<file path="src/logic/omic_pkg.sv">
// package: register map, field positions and reset values of the optics mechanism interlock block
package omic_pkg;

   // ****************************************
   // register byte offsets
   // ****************************************
   localparam logic [4:0] OFS_ROT = 5'h00;
   localparam logic [4:0] OFS_CB = 5'h04;
   localparam logic [4:0] OFS_AUX = 5'h08;
   localparam logic [4:0] OFS_STAT = 5'h0C;
   localparam logic [4:0] OFS_EVT = 5'h10;
   localparam logic [4:0] OFS_ID = 5'h14;

   // ****************************************
   // rotator control fields
   // ****************************************
   localparam int ROT_RUN_BIT = 0;
   localparam int ROT_REV_BIT = 1;
   localparam int ROT_HIGH_BIT = 2;
   localparam int ROT_PIN_BIT = 3;
   localparam logic [31:0] ROT_MASK = 32'h0000000F;

   // ****************************************
   // counterbalance fields, one nibble per channel
   // ****************************************
   localparam int CB_DIR_BIT = 0;
   localparam int CB_FWD_BIT = 1;
   localparam int CB_REV_BIT = 2;
   localparam int CB_BRK_BIT = 3;
   localparam int CB_STRIDE = 4;
   localparam logic [31:0] CB_MASK = 32'h000000FF;

   // ****************************************
   // auxiliary control fields
   // ****************************************
   localparam int AUX_LAMP0_BIT = 0;
   localparam int AUX_LAMP1_BIT = 1;
   localparam int AUX_VALVE_LSB = 8;
   localparam int AUX_COVL_PWR_BIT = 16;
   localparam int AUX_COVL_DIR_BIT = 17;
   localparam int AUX_COVR_PWR_BIT = 18;
   localparam int AUX_COVR_DIR_BIT = 19;
   localparam int AUX_FOLD_RUN_BIT = 20;
   localparam int AUX_FOLD_DIR_BIT = 21;
   localparam logic [31:0] AUX_FIXED_MASK = 32'h003F0003;

   // ****************************************
   // status fields
   // ****************************************
   localparam int STAT_PORT_LSB = 0;
   localparam int STAT_PORT_VALID = 2;
   localparam int STAT_POS_FAULT = 3;
   localparam int STAT_COV_RETRACT = 4;
   localparam int STAT_PIN_ENGAGED = 5;
   localparam int STAT_ROT_MOVING = 6;
   localparam int STAT_FOLD_INHIBIT = 7;
   localparam int STAT_SW_LSB = 8;
   localparam int STAT_COV_SW_LSB = 12;
   localparam int STAT_LIM_LSB = 16;

   // ****************************************
   // sticky event bits, write one to clear
   // ****************************************
   localparam int EVT_ROT_BLOCK = 0;
   localparam int EVT_FOLD_BLOCK = 1;
   localparam int EVT_LIMIT0 = 2;
   localparam int EVT_LIMIT1 = 3;
   localparam int EVT_POS_FAULT = 4;
   localparam int EVT_W = 5;

   // ****************************************
   // reset values and identity
   // ****************************************
   localparam logic [31:0] RST_CTRL = 32'h00000000;
   localparam logic [31:0] ID_VALUE = 32'h0A5C0001; // arbitrary value

   typedef enum {BUS_IDLE, BUS_ACK} omic_bus_e;

endpackage : omic_pkg

</file>
<file path="src/logic/omic_cbal.sv">
// counterbalance channel: limit cut-off of the power relays, brake valve gating, direction
`timescale 1ns/1ps
module omic_cbal
   import omic_pkg::*;
(
   input wire logic clk,
   input wire logic reset,
   input wire logic cmd_dir,
   input wire logic cmd_fwd,
   input wire logic cmd_rev,
   input wire logic cmd_brake,
   input wire logic lim_fwd_open,
   input wire logic lim_rev_open,
   output logic dir,
   output logic pwr_fwd,
   output logic pwr_rev,
   output logic brake_air,
   output logic limit_hit
);

   logic next_fwd;
   logic next_rev;

   // a relay only feeds power while its end limit is still closed
   always_comb begin
      next_fwd = cmd_fwd & ~lim_fwd_open;
      next_rev = cmd_rev & ~lim_rev_open;
   end

   // ****************************************
   // drive outputs
   // ****************************************
   // direction comes from the direction bit only, relays never steer it
   always_ff @(posedge clk) begin
      if (reset) begin
         dir <= 1'b0;
         pwr_fwd <= 1'b0;
         pwr_rev <= 1'b0;
         brake_air <= 1'b0;
         limit_hit <= 1'b0;
      end else begin
         dir <= cmd_dir;
         pwr_fwd <= next_fwd;
         pwr_rev <= next_rev;
         // brake air only while power flows, so a cut power path re-clamps
         brake_air <= cmd_brake & (next_fwd | next_rev);
         limit_hit <= (cmd_fwd & lim_fwd_open) | (cmd_rev & lim_rev_open);
      end
   end

endmodule : omic_cbal

</file>
<file path="src/logic/omic_ctrl.sv">
// top: interlock and drive logic for the optics support mechanisms, with Avalon-MM register slave
//
// Contract
// - rotator speed and direction reach the drive only while both covers are retracted
// - rotator drive offers high and low speed, forward and reverse
// - four normally-closed position switches; an open switch means position reached
// - the index switch opens at each of the three ports
// - each port switch opens only at its own port; index plus one
// - two counterbalance channels, identical and independent, each with direction, relays, brake
// - counterbalance direction follows the direction bit alone, not the relays
// - each counterbalance power path is cut by its end limit switch
// - brake holds when power is off; released only while its valve output is set
// - two lamp supplies each enabled by its own output; intensity from analog channels
// - each vacuum or air valve switched by its own relay from a host output
// - each cover half has a motor power enable and a direction output
// - each cover half reports a fully-open and a fully-closed switch
// - fold motor supply is inhibited while the covers are in place
//
// The implementer's own choices: the register addresses and register access over Avalon-MM.
`timescale 1ns/1ps
module omic_ctrl
   import omic_pkg::*;
#(
   parameter int NUM_VALVES = 4
)
(
   input wire logic CLK,
   input wire logic RESET,
   input wire logic [4:0] AVS_ADDRESS,
   input wire logic AVS_READ,
   input wire logic AVS_WRITE,
   input wire logic [31:0] AVS_WRITEDATA,
   input wire logic [3:0] AVS_BYTEENABLE,
   output logic [31:0] AVS_READDATA,
   output logic AVS_WAITREQUEST,
   input wire logic SW_INDEX_OPEN,
   input wire logic [2:0] SW_PORT_OPEN,
   input wire logic PIN_ENGAGED,
   input wire logic COV_L_OPENED,
   input wire logic COV_L_CLOSED,
   input wire logic COV_R_OPENED,
   input wire logic COV_R_CLOSED,
   input wire logic CB0_LIM_FWD_OPEN,
   input wire logic CB0_LIM_REV_OPEN,
   input wire logic CB1_LIM_FWD_OPEN,
   input wire logic CB1_LIM_REV_OPEN,
   output logic ROT_RUN,
   output logic ROT_REV,
   output logic ROT_HIGH,
   output logic PIN_RETRACT,
   output logic CB0_DIR,
   output logic CB0_PWR_FWD,
   output logic CB0_PWR_REV,
   output logic CB0_BRAKE_AIR,
   output logic CB1_DIR,
   output logic CB1_PWR_FWD,
   output logic CB1_PWR_REV,
   output logic CB1_BRAKE_AIR,
   output logic LAMP0_EN,
   output logic LAMP1_EN,
   output logic [NUM_VALVES-1:0] VALVE_EN,
   output logic COV_L_PWR,
   output logic COV_L_DIR,
   output logic COV_R_PWR,
   output logic COV_R_DIR,
   output logic FOLD_PWR,
   output logic FOLD_DIR
);

   // ****************************************
   // declarations
   // ****************************************
   localparam logic [31:0] VALVE_MASK = 32'((64'h1 << NUM_VALVES) - 64'h1) << AUX_VALVE_LSB;
   localparam logic [31:0] AUX_MASK = AUX_FIXED_MASK | VALVE_MASK;

   omic_bus_e bus_state;
   logic [31:0] rot_ctrl;
   logic [31:0] cb_ctrl;
   logic [31:0] aux_ctrl;
   logic [EVT_W-1:0] evt;
   logic [EVT_W-1:0] next_evt_set;
   logic [EVT_W-1:0] evt_clr;
   logic [31:0] stat;
   logic [31:0] next_rdata;
   logic [31:0] be_mask;
   logic wr_commit;
   logic in_index;
   logic [2:0] in_port;
   logic in_pin;
   logic [3:0] in_cov;
   logic [3:0] in_lim;
   logic retracted;
   logic port_valid;
   logic [1:0] port_code;
   logic pos_fault;
   logic cb0_hit;
   logic cb1_hit;

   // ****************************************
   // input sampling
   // ****************************************
   // one register stage so status and gating see a single coherent snapshot
   always_ff @(posedge CLK) begin
      if (RESET) begin
         in_index <= 1'b0;
         in_port <= 3'h0;
         in_pin <= 1'b0;
         in_cov <= 4'h0;
         in_lim <= 4'h0;
      end else begin
         in_index <= SW_INDEX_OPEN;
         in_port <= SW_PORT_OPEN;
         in_pin <= PIN_ENGAGED;
         in_cov <= {COV_R_CLOSED, COV_R_OPENED, COV_L_CLOSED, COV_L_OPENED};
         in_lim <= {CB1_LIM_REV_OPEN, CB1_LIM_FWD_OPEN, CB0_LIM_REV_OPEN, CB0_LIM_FWD_OPEN};
      end
   end

   // ****************************************
   // position decode and cover state
   // ****************************************
   // valid only with index open and exactly one port switch open
   always_comb begin
      retracted = in_cov[0] & in_cov[2];
      port_valid = in_index & ((in_port == 3'h1) | (in_port == 3'h2) | (in_port == 3'h4));
      case (in_port)
         3'h1: port_code = 2'h1;
         3'h2: port_code = 2'h2;
         3'h4: port_code = 2'h3;
         default: port_code = 2'h0;
      endcase
      // a stopped rotator with some switch open but no valid pattern is worth flagging
      pos_fault = ~ROT_RUN & ~port_valid & (in_index | (in_port != 3'h0));
   end

   // ****************************************
   // rotator and latch pin drive
   // ****************************************
   // covers closed would be struck by the rotator, so run, reverse and speed drop; pin is not gated
   always_ff @(posedge CLK) begin
      if (RESET) begin
         ROT_RUN <= 1'b0;
         ROT_REV <= 1'b0;
         ROT_HIGH <= 1'b0;
         PIN_RETRACT <= 1'b0;
      end else begin
         ROT_RUN <= rot_ctrl[ROT_RUN_BIT] & retracted;
         ROT_REV <= rot_ctrl[ROT_REV_BIT] & retracted;
         ROT_HIGH <= rot_ctrl[ROT_HIGH_BIT] & retracted;
         // no pin-versus-motion lock here: host software owns that interlock
         PIN_RETRACT <= rot_ctrl[ROT_PIN_BIT];
      end
   end

   // ****************************************
   // fold, covers, lamps and valves
   // ****************************************
   always_ff @(posedge CLK) begin
      if (RESET) begin
         FOLD_PWR <= 1'b0;
         FOLD_DIR <= 1'b0;
         COV_L_PWR <= 1'b0;
         COV_L_DIR <= 1'b0;
         COV_R_PWR <= 1'b0;
         COV_R_DIR <= 1'b0;
         LAMP0_EN <= 1'b0;
         LAMP1_EN <= 1'b0;
         VALVE_EN <= '0;
      end else begin
         FOLD_PWR <= aux_ctrl[AUX_FOLD_RUN_BIT] & retracted;
         FOLD_DIR <= aux_ctrl[AUX_FOLD_DIR_BIT];
         COV_L_PWR <= aux_ctrl[AUX_COVL_PWR_BIT];
         COV_L_DIR <= aux_ctrl[AUX_COVL_DIR_BIT];
         COV_R_PWR <= aux_ctrl[AUX_COVR_PWR_BIT];
         COV_R_DIR <= aux_ctrl[AUX_COVR_DIR_BIT];
         LAMP0_EN <= aux_ctrl[AUX_LAMP0_BIT];
         LAMP1_EN <= aux_ctrl[AUX_LAMP1_BIT];
         VALVE_EN <= aux_ctrl[AUX_VALVE_LSB +: NUM_VALVES];
      end
   end

   // ****************************************
   // counterbalance channels
   // ****************************************
   // same logic twice, no shared state between the two
   omic_cbal u_cbal0 (
      .clk(CLK),
      .reset(RESET),
      .cmd_dir(cb_ctrl[CB_DIR_BIT]),
      .cmd_fwd(cb_ctrl[CB_FWD_BIT]),
      .cmd_rev(cb_ctrl[CB_REV_BIT]),
      .cmd_brake(cb_ctrl[CB_BRK_BIT]),
      .lim_fwd_open(in_lim[0]),
      .lim_rev_open(in_lim[1]),
      .dir(CB0_DIR),
      .pwr_fwd(CB0_PWR_FWD),
      .pwr_rev(CB0_PWR_REV),
      .brake_air(CB0_BRAKE_AIR),
      .limit_hit(cb0_hit)
   );

   omic_cbal u_cbal1 (
      .clk(CLK),
      .reset(RESET),
      .cmd_dir(cb_ctrl[CB_STRIDE + CB_DIR_BIT]),
      .cmd_fwd(cb_ctrl[CB_STRIDE + CB_FWD_BIT]),
      .cmd_rev(cb_ctrl[CB_STRIDE + CB_REV_BIT]),
      .cmd_brake(cb_ctrl[CB_STRIDE + CB_BRK_BIT]),
      .lim_fwd_open(in_lim[2]),
      .lim_rev_open(in_lim[3]),
      .dir(CB1_DIR),
      .pwr_fwd(CB1_PWR_FWD),
      .pwr_rev(CB1_PWR_REV),
      .brake_air(CB1_BRAKE_AIR),
      .limit_hit(cb1_hit)
   );

   // ****************************************
   // bus handshake
   // ****************************************
   // fixed one wait cycle: waitrequest drops in the cycle after the request
   always_ff @(posedge CLK) begin
      if (RESET) begin
         bus_state <= BUS_IDLE;
         AVS_WAITREQUEST <= 1'b1;
      end else begin
         case (bus_state)
            BUS_IDLE: begin
               if (AVS_READ | AVS_WRITE) begin
                  bus_state <= BUS_ACK;
                  AVS_WAITREQUEST <= 1'b0;
               end
            end
            BUS_ACK: begin
               bus_state <= BUS_IDLE;
               AVS_WAITREQUEST <= 1'b1;
            end
            default: begin
               bus_state <= BUS_IDLE;
               AVS_WAITREQUEST <= 1'b1;
            end
         endcase
      end
   end

   // write lands on the edge where waitrequest is seen low
   always_comb begin
      wr_commit = (bus_state == BUS_ACK) & AVS_WRITE;
      be_mask = {{8{AVS_BYTEENABLE[3]}}, {8{AVS_BYTEENABLE[2]}},
                 {8{AVS_BYTEENABLE[1]}}, {8{AVS_BYTEENABLE[0]}}};
   end

   // ****************************************
   // control registers
   // ****************************************
   always_ff @(posedge CLK) begin
      if (RESET) begin
         rot_ctrl <= RST_CTRL;
         cb_ctrl <= RST_CTRL;
         aux_ctrl <= RST_CTRL;
      end else if (wr_commit) begin
         case ({AVS_ADDRESS[4:2], 2'b00})
            OFS_ROT: rot_ctrl <= ((rot_ctrl & ~be_mask) | (AVS_WRITEDATA & be_mask)) & ROT_MASK;
            OFS_CB: cb_ctrl <= ((cb_ctrl & ~be_mask) | (AVS_WRITEDATA & be_mask)) & CB_MASK;
            OFS_AUX: aux_ctrl <= ((aux_ctrl & ~be_mask) | (AVS_WRITEDATA & be_mask)) & AUX_MASK;
            default: begin
            end
         endcase
      end
   end

   // ****************************************
   // sticky events
   // ****************************************
   // a set in the same cycle as its clear survives the clear
   always_comb begin
      next_evt_set = '0;
      next_evt_set[EVT_ROT_BLOCK] = rot_ctrl[ROT_RUN_BIT] & ~retracted;
      next_evt_set[EVT_FOLD_BLOCK] = aux_ctrl[AUX_FOLD_RUN_BIT] & ~retracted;
      next_evt_set[EVT_LIMIT0] = cb0_hit;
      next_evt_set[EVT_LIMIT1] = cb1_hit;
      next_evt_set[EVT_POS_FAULT] = pos_fault;
      evt_clr = '0;
      if (wr_commit && ({AVS_ADDRESS[4:2], 2'b00} == OFS_EVT) && AVS_BYTEENABLE[0]) begin
         evt_clr = AVS_WRITEDATA[EVT_W-1:0];
      end
   end

   always_ff @(posedge CLK) begin
      if (RESET) begin
         evt <= '0;
      end else begin
         evt <= (evt & ~evt_clr) | next_evt_set;
      end
   end

   // ****************************************
   // status word and read mux
   // ****************************************
   always_comb begin
      stat = 32'h00000000;
      stat[STAT_PORT_LSB +: 2] = port_valid ? port_code : 2'h0;
      stat[STAT_PORT_VALID] = port_valid;
      stat[STAT_POS_FAULT] = pos_fault;
      stat[STAT_COV_RETRACT] = retracted;
      stat[STAT_PIN_ENGAGED] = in_pin;
      stat[STAT_ROT_MOVING] = ROT_RUN;
      stat[STAT_FOLD_INHIBIT] = ~retracted;
      stat[STAT_SW_LSB +: 4] = {in_port, in_index};
      stat[STAT_COV_SW_LSB +: 4] = in_cov;
      stat[STAT_LIM_LSB +: 4] = in_lim;
      case ({AVS_ADDRESS[4:2], 2'b00})
         OFS_ROT: next_rdata = rot_ctrl;
         OFS_CB: next_rdata = cb_ctrl;
         OFS_AUX: next_rdata = aux_ctrl;
         OFS_STAT: next_rdata = stat;
         OFS_EVT: next_rdata = {{(32-EVT_W){1'b0}}, evt};
         OFS_ID: next_rdata = ID_VALUE;
         default: next_rdata = 32'h00000000;
      endcase
   end

   // read data latched as waitrequest drops, held until the next read
   always_ff @(posedge CLK) begin
      if (RESET) begin
         AVS_READDATA <= 32'h00000000;
      end else if ((bus_state == BUS_IDLE) && AVS_READ) begin
         AVS_READDATA <= next_rdata;
      end
   end

endmodule : omic_ctrl

</file>
<file path="config.mk">
export PLATFORM = sky130hd
export DESIGN_NAME = omic_ctrl
export DESIGN_NICKNAME = d
export VERILOG_FILES = /design/src/logic/omic_pkg.sv /design/src/logic/omic_cbal.sv /design/src/logic/omic_ctrl.sv
export SDC_FILE = /design/constraint.sdc
export NUM_CORES = 1
export LEC_CHECK = 0
export ABC_AREA = 1
export BUFFER_PORTS_ARGS = -buffer_cell sky130_fd_sc_hd__clkbuf_2
export CAP_MARGIN = 20
export CORE_UTILIZATION = 50
export CTS_CLUSTER_DIAMETER = 40
export DETAILED_ROUTE_END_ITERATION = 12
export GPL_ROUTABILITY_DRIVEN = 0
export PLACE_DENSITY = 0.89
export SLEW_MARGIN = 20
export SYNTH_ARGS = -nofsm -noshare
export SYNTH_HDL_FRONTEND = slang
export SYNTH_SLANG_ARGS = --single-unit
export TNS_END_PERCENT = 5
</file>
<file path="constraint.sdc">
create_clock -name CLK -period 1.6 [get_ports CLK]
set_input_delay 0.32 -clock CLK [delete_from_list [all_inputs] [get_ports CLK]]
set_output_delay 0.32 -clock CLK [all_outputs]
set_load 0.05 [all_outputs]
</file>
==> impl_metrics.yaml <==
clock_tree:
  cts.sinks: 93
  path_clk_slew_ps: 90
  cts_tree: "built"
  clkLatencyLatePin_ps: 360
  cts.path.max_buffers: 2
  cts_setup_buffers: 0
  cts-root-buf: "clkbuf_8"
  cts_buffers: 9
  post_cts_resized: 0
  h-tree-depth: 3
  hold_buffers: 0
global_route:
  first_global_vias: 2955
  grt_overflow_total: 0
  antenna_found_initial: 0
  track_usage_pct: 23.2
  grt_pass1_wl_um: 13200
  grt_max_degree: 25
power:
  p_leak_nw: 1.91
  comb_power_share_pct: 10.1
  p_switching_mw: 1.18
  power_per_cell_area_mw_per_mm2: 1050
  switching_share_pct: 26.8
  ir_drop_uv: 607
  clkPwrFrac_pct: 35.6
  p_seq_share_pct: 54.3
  p_int_mw: 3.22
route:
  vias: 3146
  drc: 0
  wirelength_um: 8180
  wl_per_cell_um: 13.1
  drt_iter0_drc: 212
  antenna_left: 0
  first_pass_iters: 5
  via_per_inst: 5.04
job:
  drv_cap: 0
timing:
  setup_tns_ps: 0
  rsz0062_at_grt: "no"
  period_share_pct: 86.2
  finClkSkew_ps: 10.0
  fin_crit_ps: 1380
  fin_ws_ps: 220
  slew_viol_final: 0
  hold_violations: 0
  finalSetupViolCount: 0
  timing.fmax_mhz: 725
critical_path:
  path_buf_inv: 1
  crit_required_ps: 1280
  crit_chain: "clkbuf_2"
  slowest_delay_ps: 400
  crit_family: "flip-flops"
  path_class: "register to primary output"
  slowest_stage: "dfxtp_1"
  crit_fanout: 3
  end_kind: "primary output"
  start_kind: "register"
  critPathArrivalTime_ps: 1060
floorplan:
  start_util_pct: 51.6
  ioPinCount: 115
  num_rows: 30
  die_width_um: 85.5
  core-area_mm2: 0.00676
  dieArea_mm2: 0.00732
  fp.dieH_um: 85.5
finish:
  drive_above_1_share_pct: 24.1
  final_cell_mix: "dfxtp_1 (93), clkbuf_2 (90), nand2_1 (85)"
  syn2layout_area_growth_pct: 19.8
  nFillCells: 583
  final_common_cell: "dfxtp_1"
  diodes: 0
  nNetsFinal: 597
synth:
  avgSynthCellArea_um2: 7.82
  synth-seq-cells: 93
  netlist_instances: 446
  yosysWarnings: 0
  synth_area_mm2: 0.00349
  ys_seq_area_share_pct: 53.4
  synthDistinctLibCells: 30
hold_path:
  hold_path.class: "primary input to register"
run_status:
  status: "finished clean"
place:
  hpwl_um: 6150
  dpl_worst_slack_ps: 106
  numPortBuffers: 90
## cell families after synthesis
family                 share of synthesized area [%]
AND/OR/NAND/NOR                                 20.7
AO/OA/AOI/OAI                                   14.9
flip-flops                                      53.4
buffers and inverters                           10.9
other                                          0.107
## synthesized netlist by cell type, drive strengths merged
master / count / area (µm²)
nor2: 65 / 269
o21ai: 35 / 175
a22o: 1 / 8.76
nand2: 88 / 343
conb: 1 / 3.75
inv: 56 / 210
buf: 22 / 156
nand3: 13 / 70.1
o21a: 2 / 15.0
o221ai: 2 / 17.5
nor3: 6 / 35.0
a21oi: 47 / 235
a22oi: 1 / 7.51
clkbuf: 4 / 15.0
o32ai: 1 / 8.76
o22ai: 7 / 43.8
dfxtp: 93 / 1860
or2: 1 / 6.26
o211ai: 1 / 7.51
## final timing paths
check                             startpoint         endpoint  slack (ps)  cells after the start
worst min-delay path            COV_R_CLOSED        in_cov[3]         140                      3
worst max register to register  bus_state[0]           evt[1]         270                      6
worst min register to register     in_lim[0]  u_cbal0.pwr_fwd         430                      1
worst max-delay path                 ROT_RUN          ROT_RUN         220                      1
## metal layers
metal	track usage [%]	wire [µm]	part of all wire [%]
met1	29.0	3430	42
met2	37.6	3920	48
met3	6.26	673	8.2
met4	10.5	162	2.0
met5	0	0	0
## power groups by stage
stage / Sequential (mW) / Combinational [mW] / Clock (mW)
2_1_floorplan: 2.52 / 0.244 / 0
3_3_place_gp: 2.44 / 0.430 / 0
3_5_place_dp: 2.45 / 0.442 / 0
4_1_cts: 2.39 / 0.444 / 1.59
5_1_grt: 2.40 / 0.484 / 1.70
6_report: 2.39 / 0.446 / 1.57
## worst reg2reg max path, delay by kind of cell, from the launching register on
kind,cells,cell delay [ps]
and+or+nand+nor,4,620
DFF,1,380
AOI/OAI and AO/OA,1,130
buffers and inverters,1,90
## stage by stage
stage / hold slack [ps] / area [µm²] / power [mW] / util [%] / instances
final: 137 / 4180 / 4.40 / 61.9 / 624
after global routing: 129 / 4180 / 4.58 / 61.9 / 624
after CTS: 129 / 4180 / 4.42 / 61.9 / 624
after detailed placement: 418 / 3980 / 2.89 / 58.9 / 608
after global placement: 420 / 3980 / 2.87 / 58.9 / 608
after floorplan: 403 / 3510 / 2.76 / - / 452
## cell type report
cell class / count / area, µm² / area share [%]
inverter: 56 / 210 / 5.03
multi-input combinational: 277 / 1270 / 30.4
tap: 80 / 100 / 2.39
sequential: 93 / 1860 / 44.5
clock inverter: 6 / 71.3 / 1.71
timing repair buffer: 102 / 541 / 12.9
clock buffer: 10 / 128 / 3.05
No activity file was read; power rests on OpenSTA's default activity.
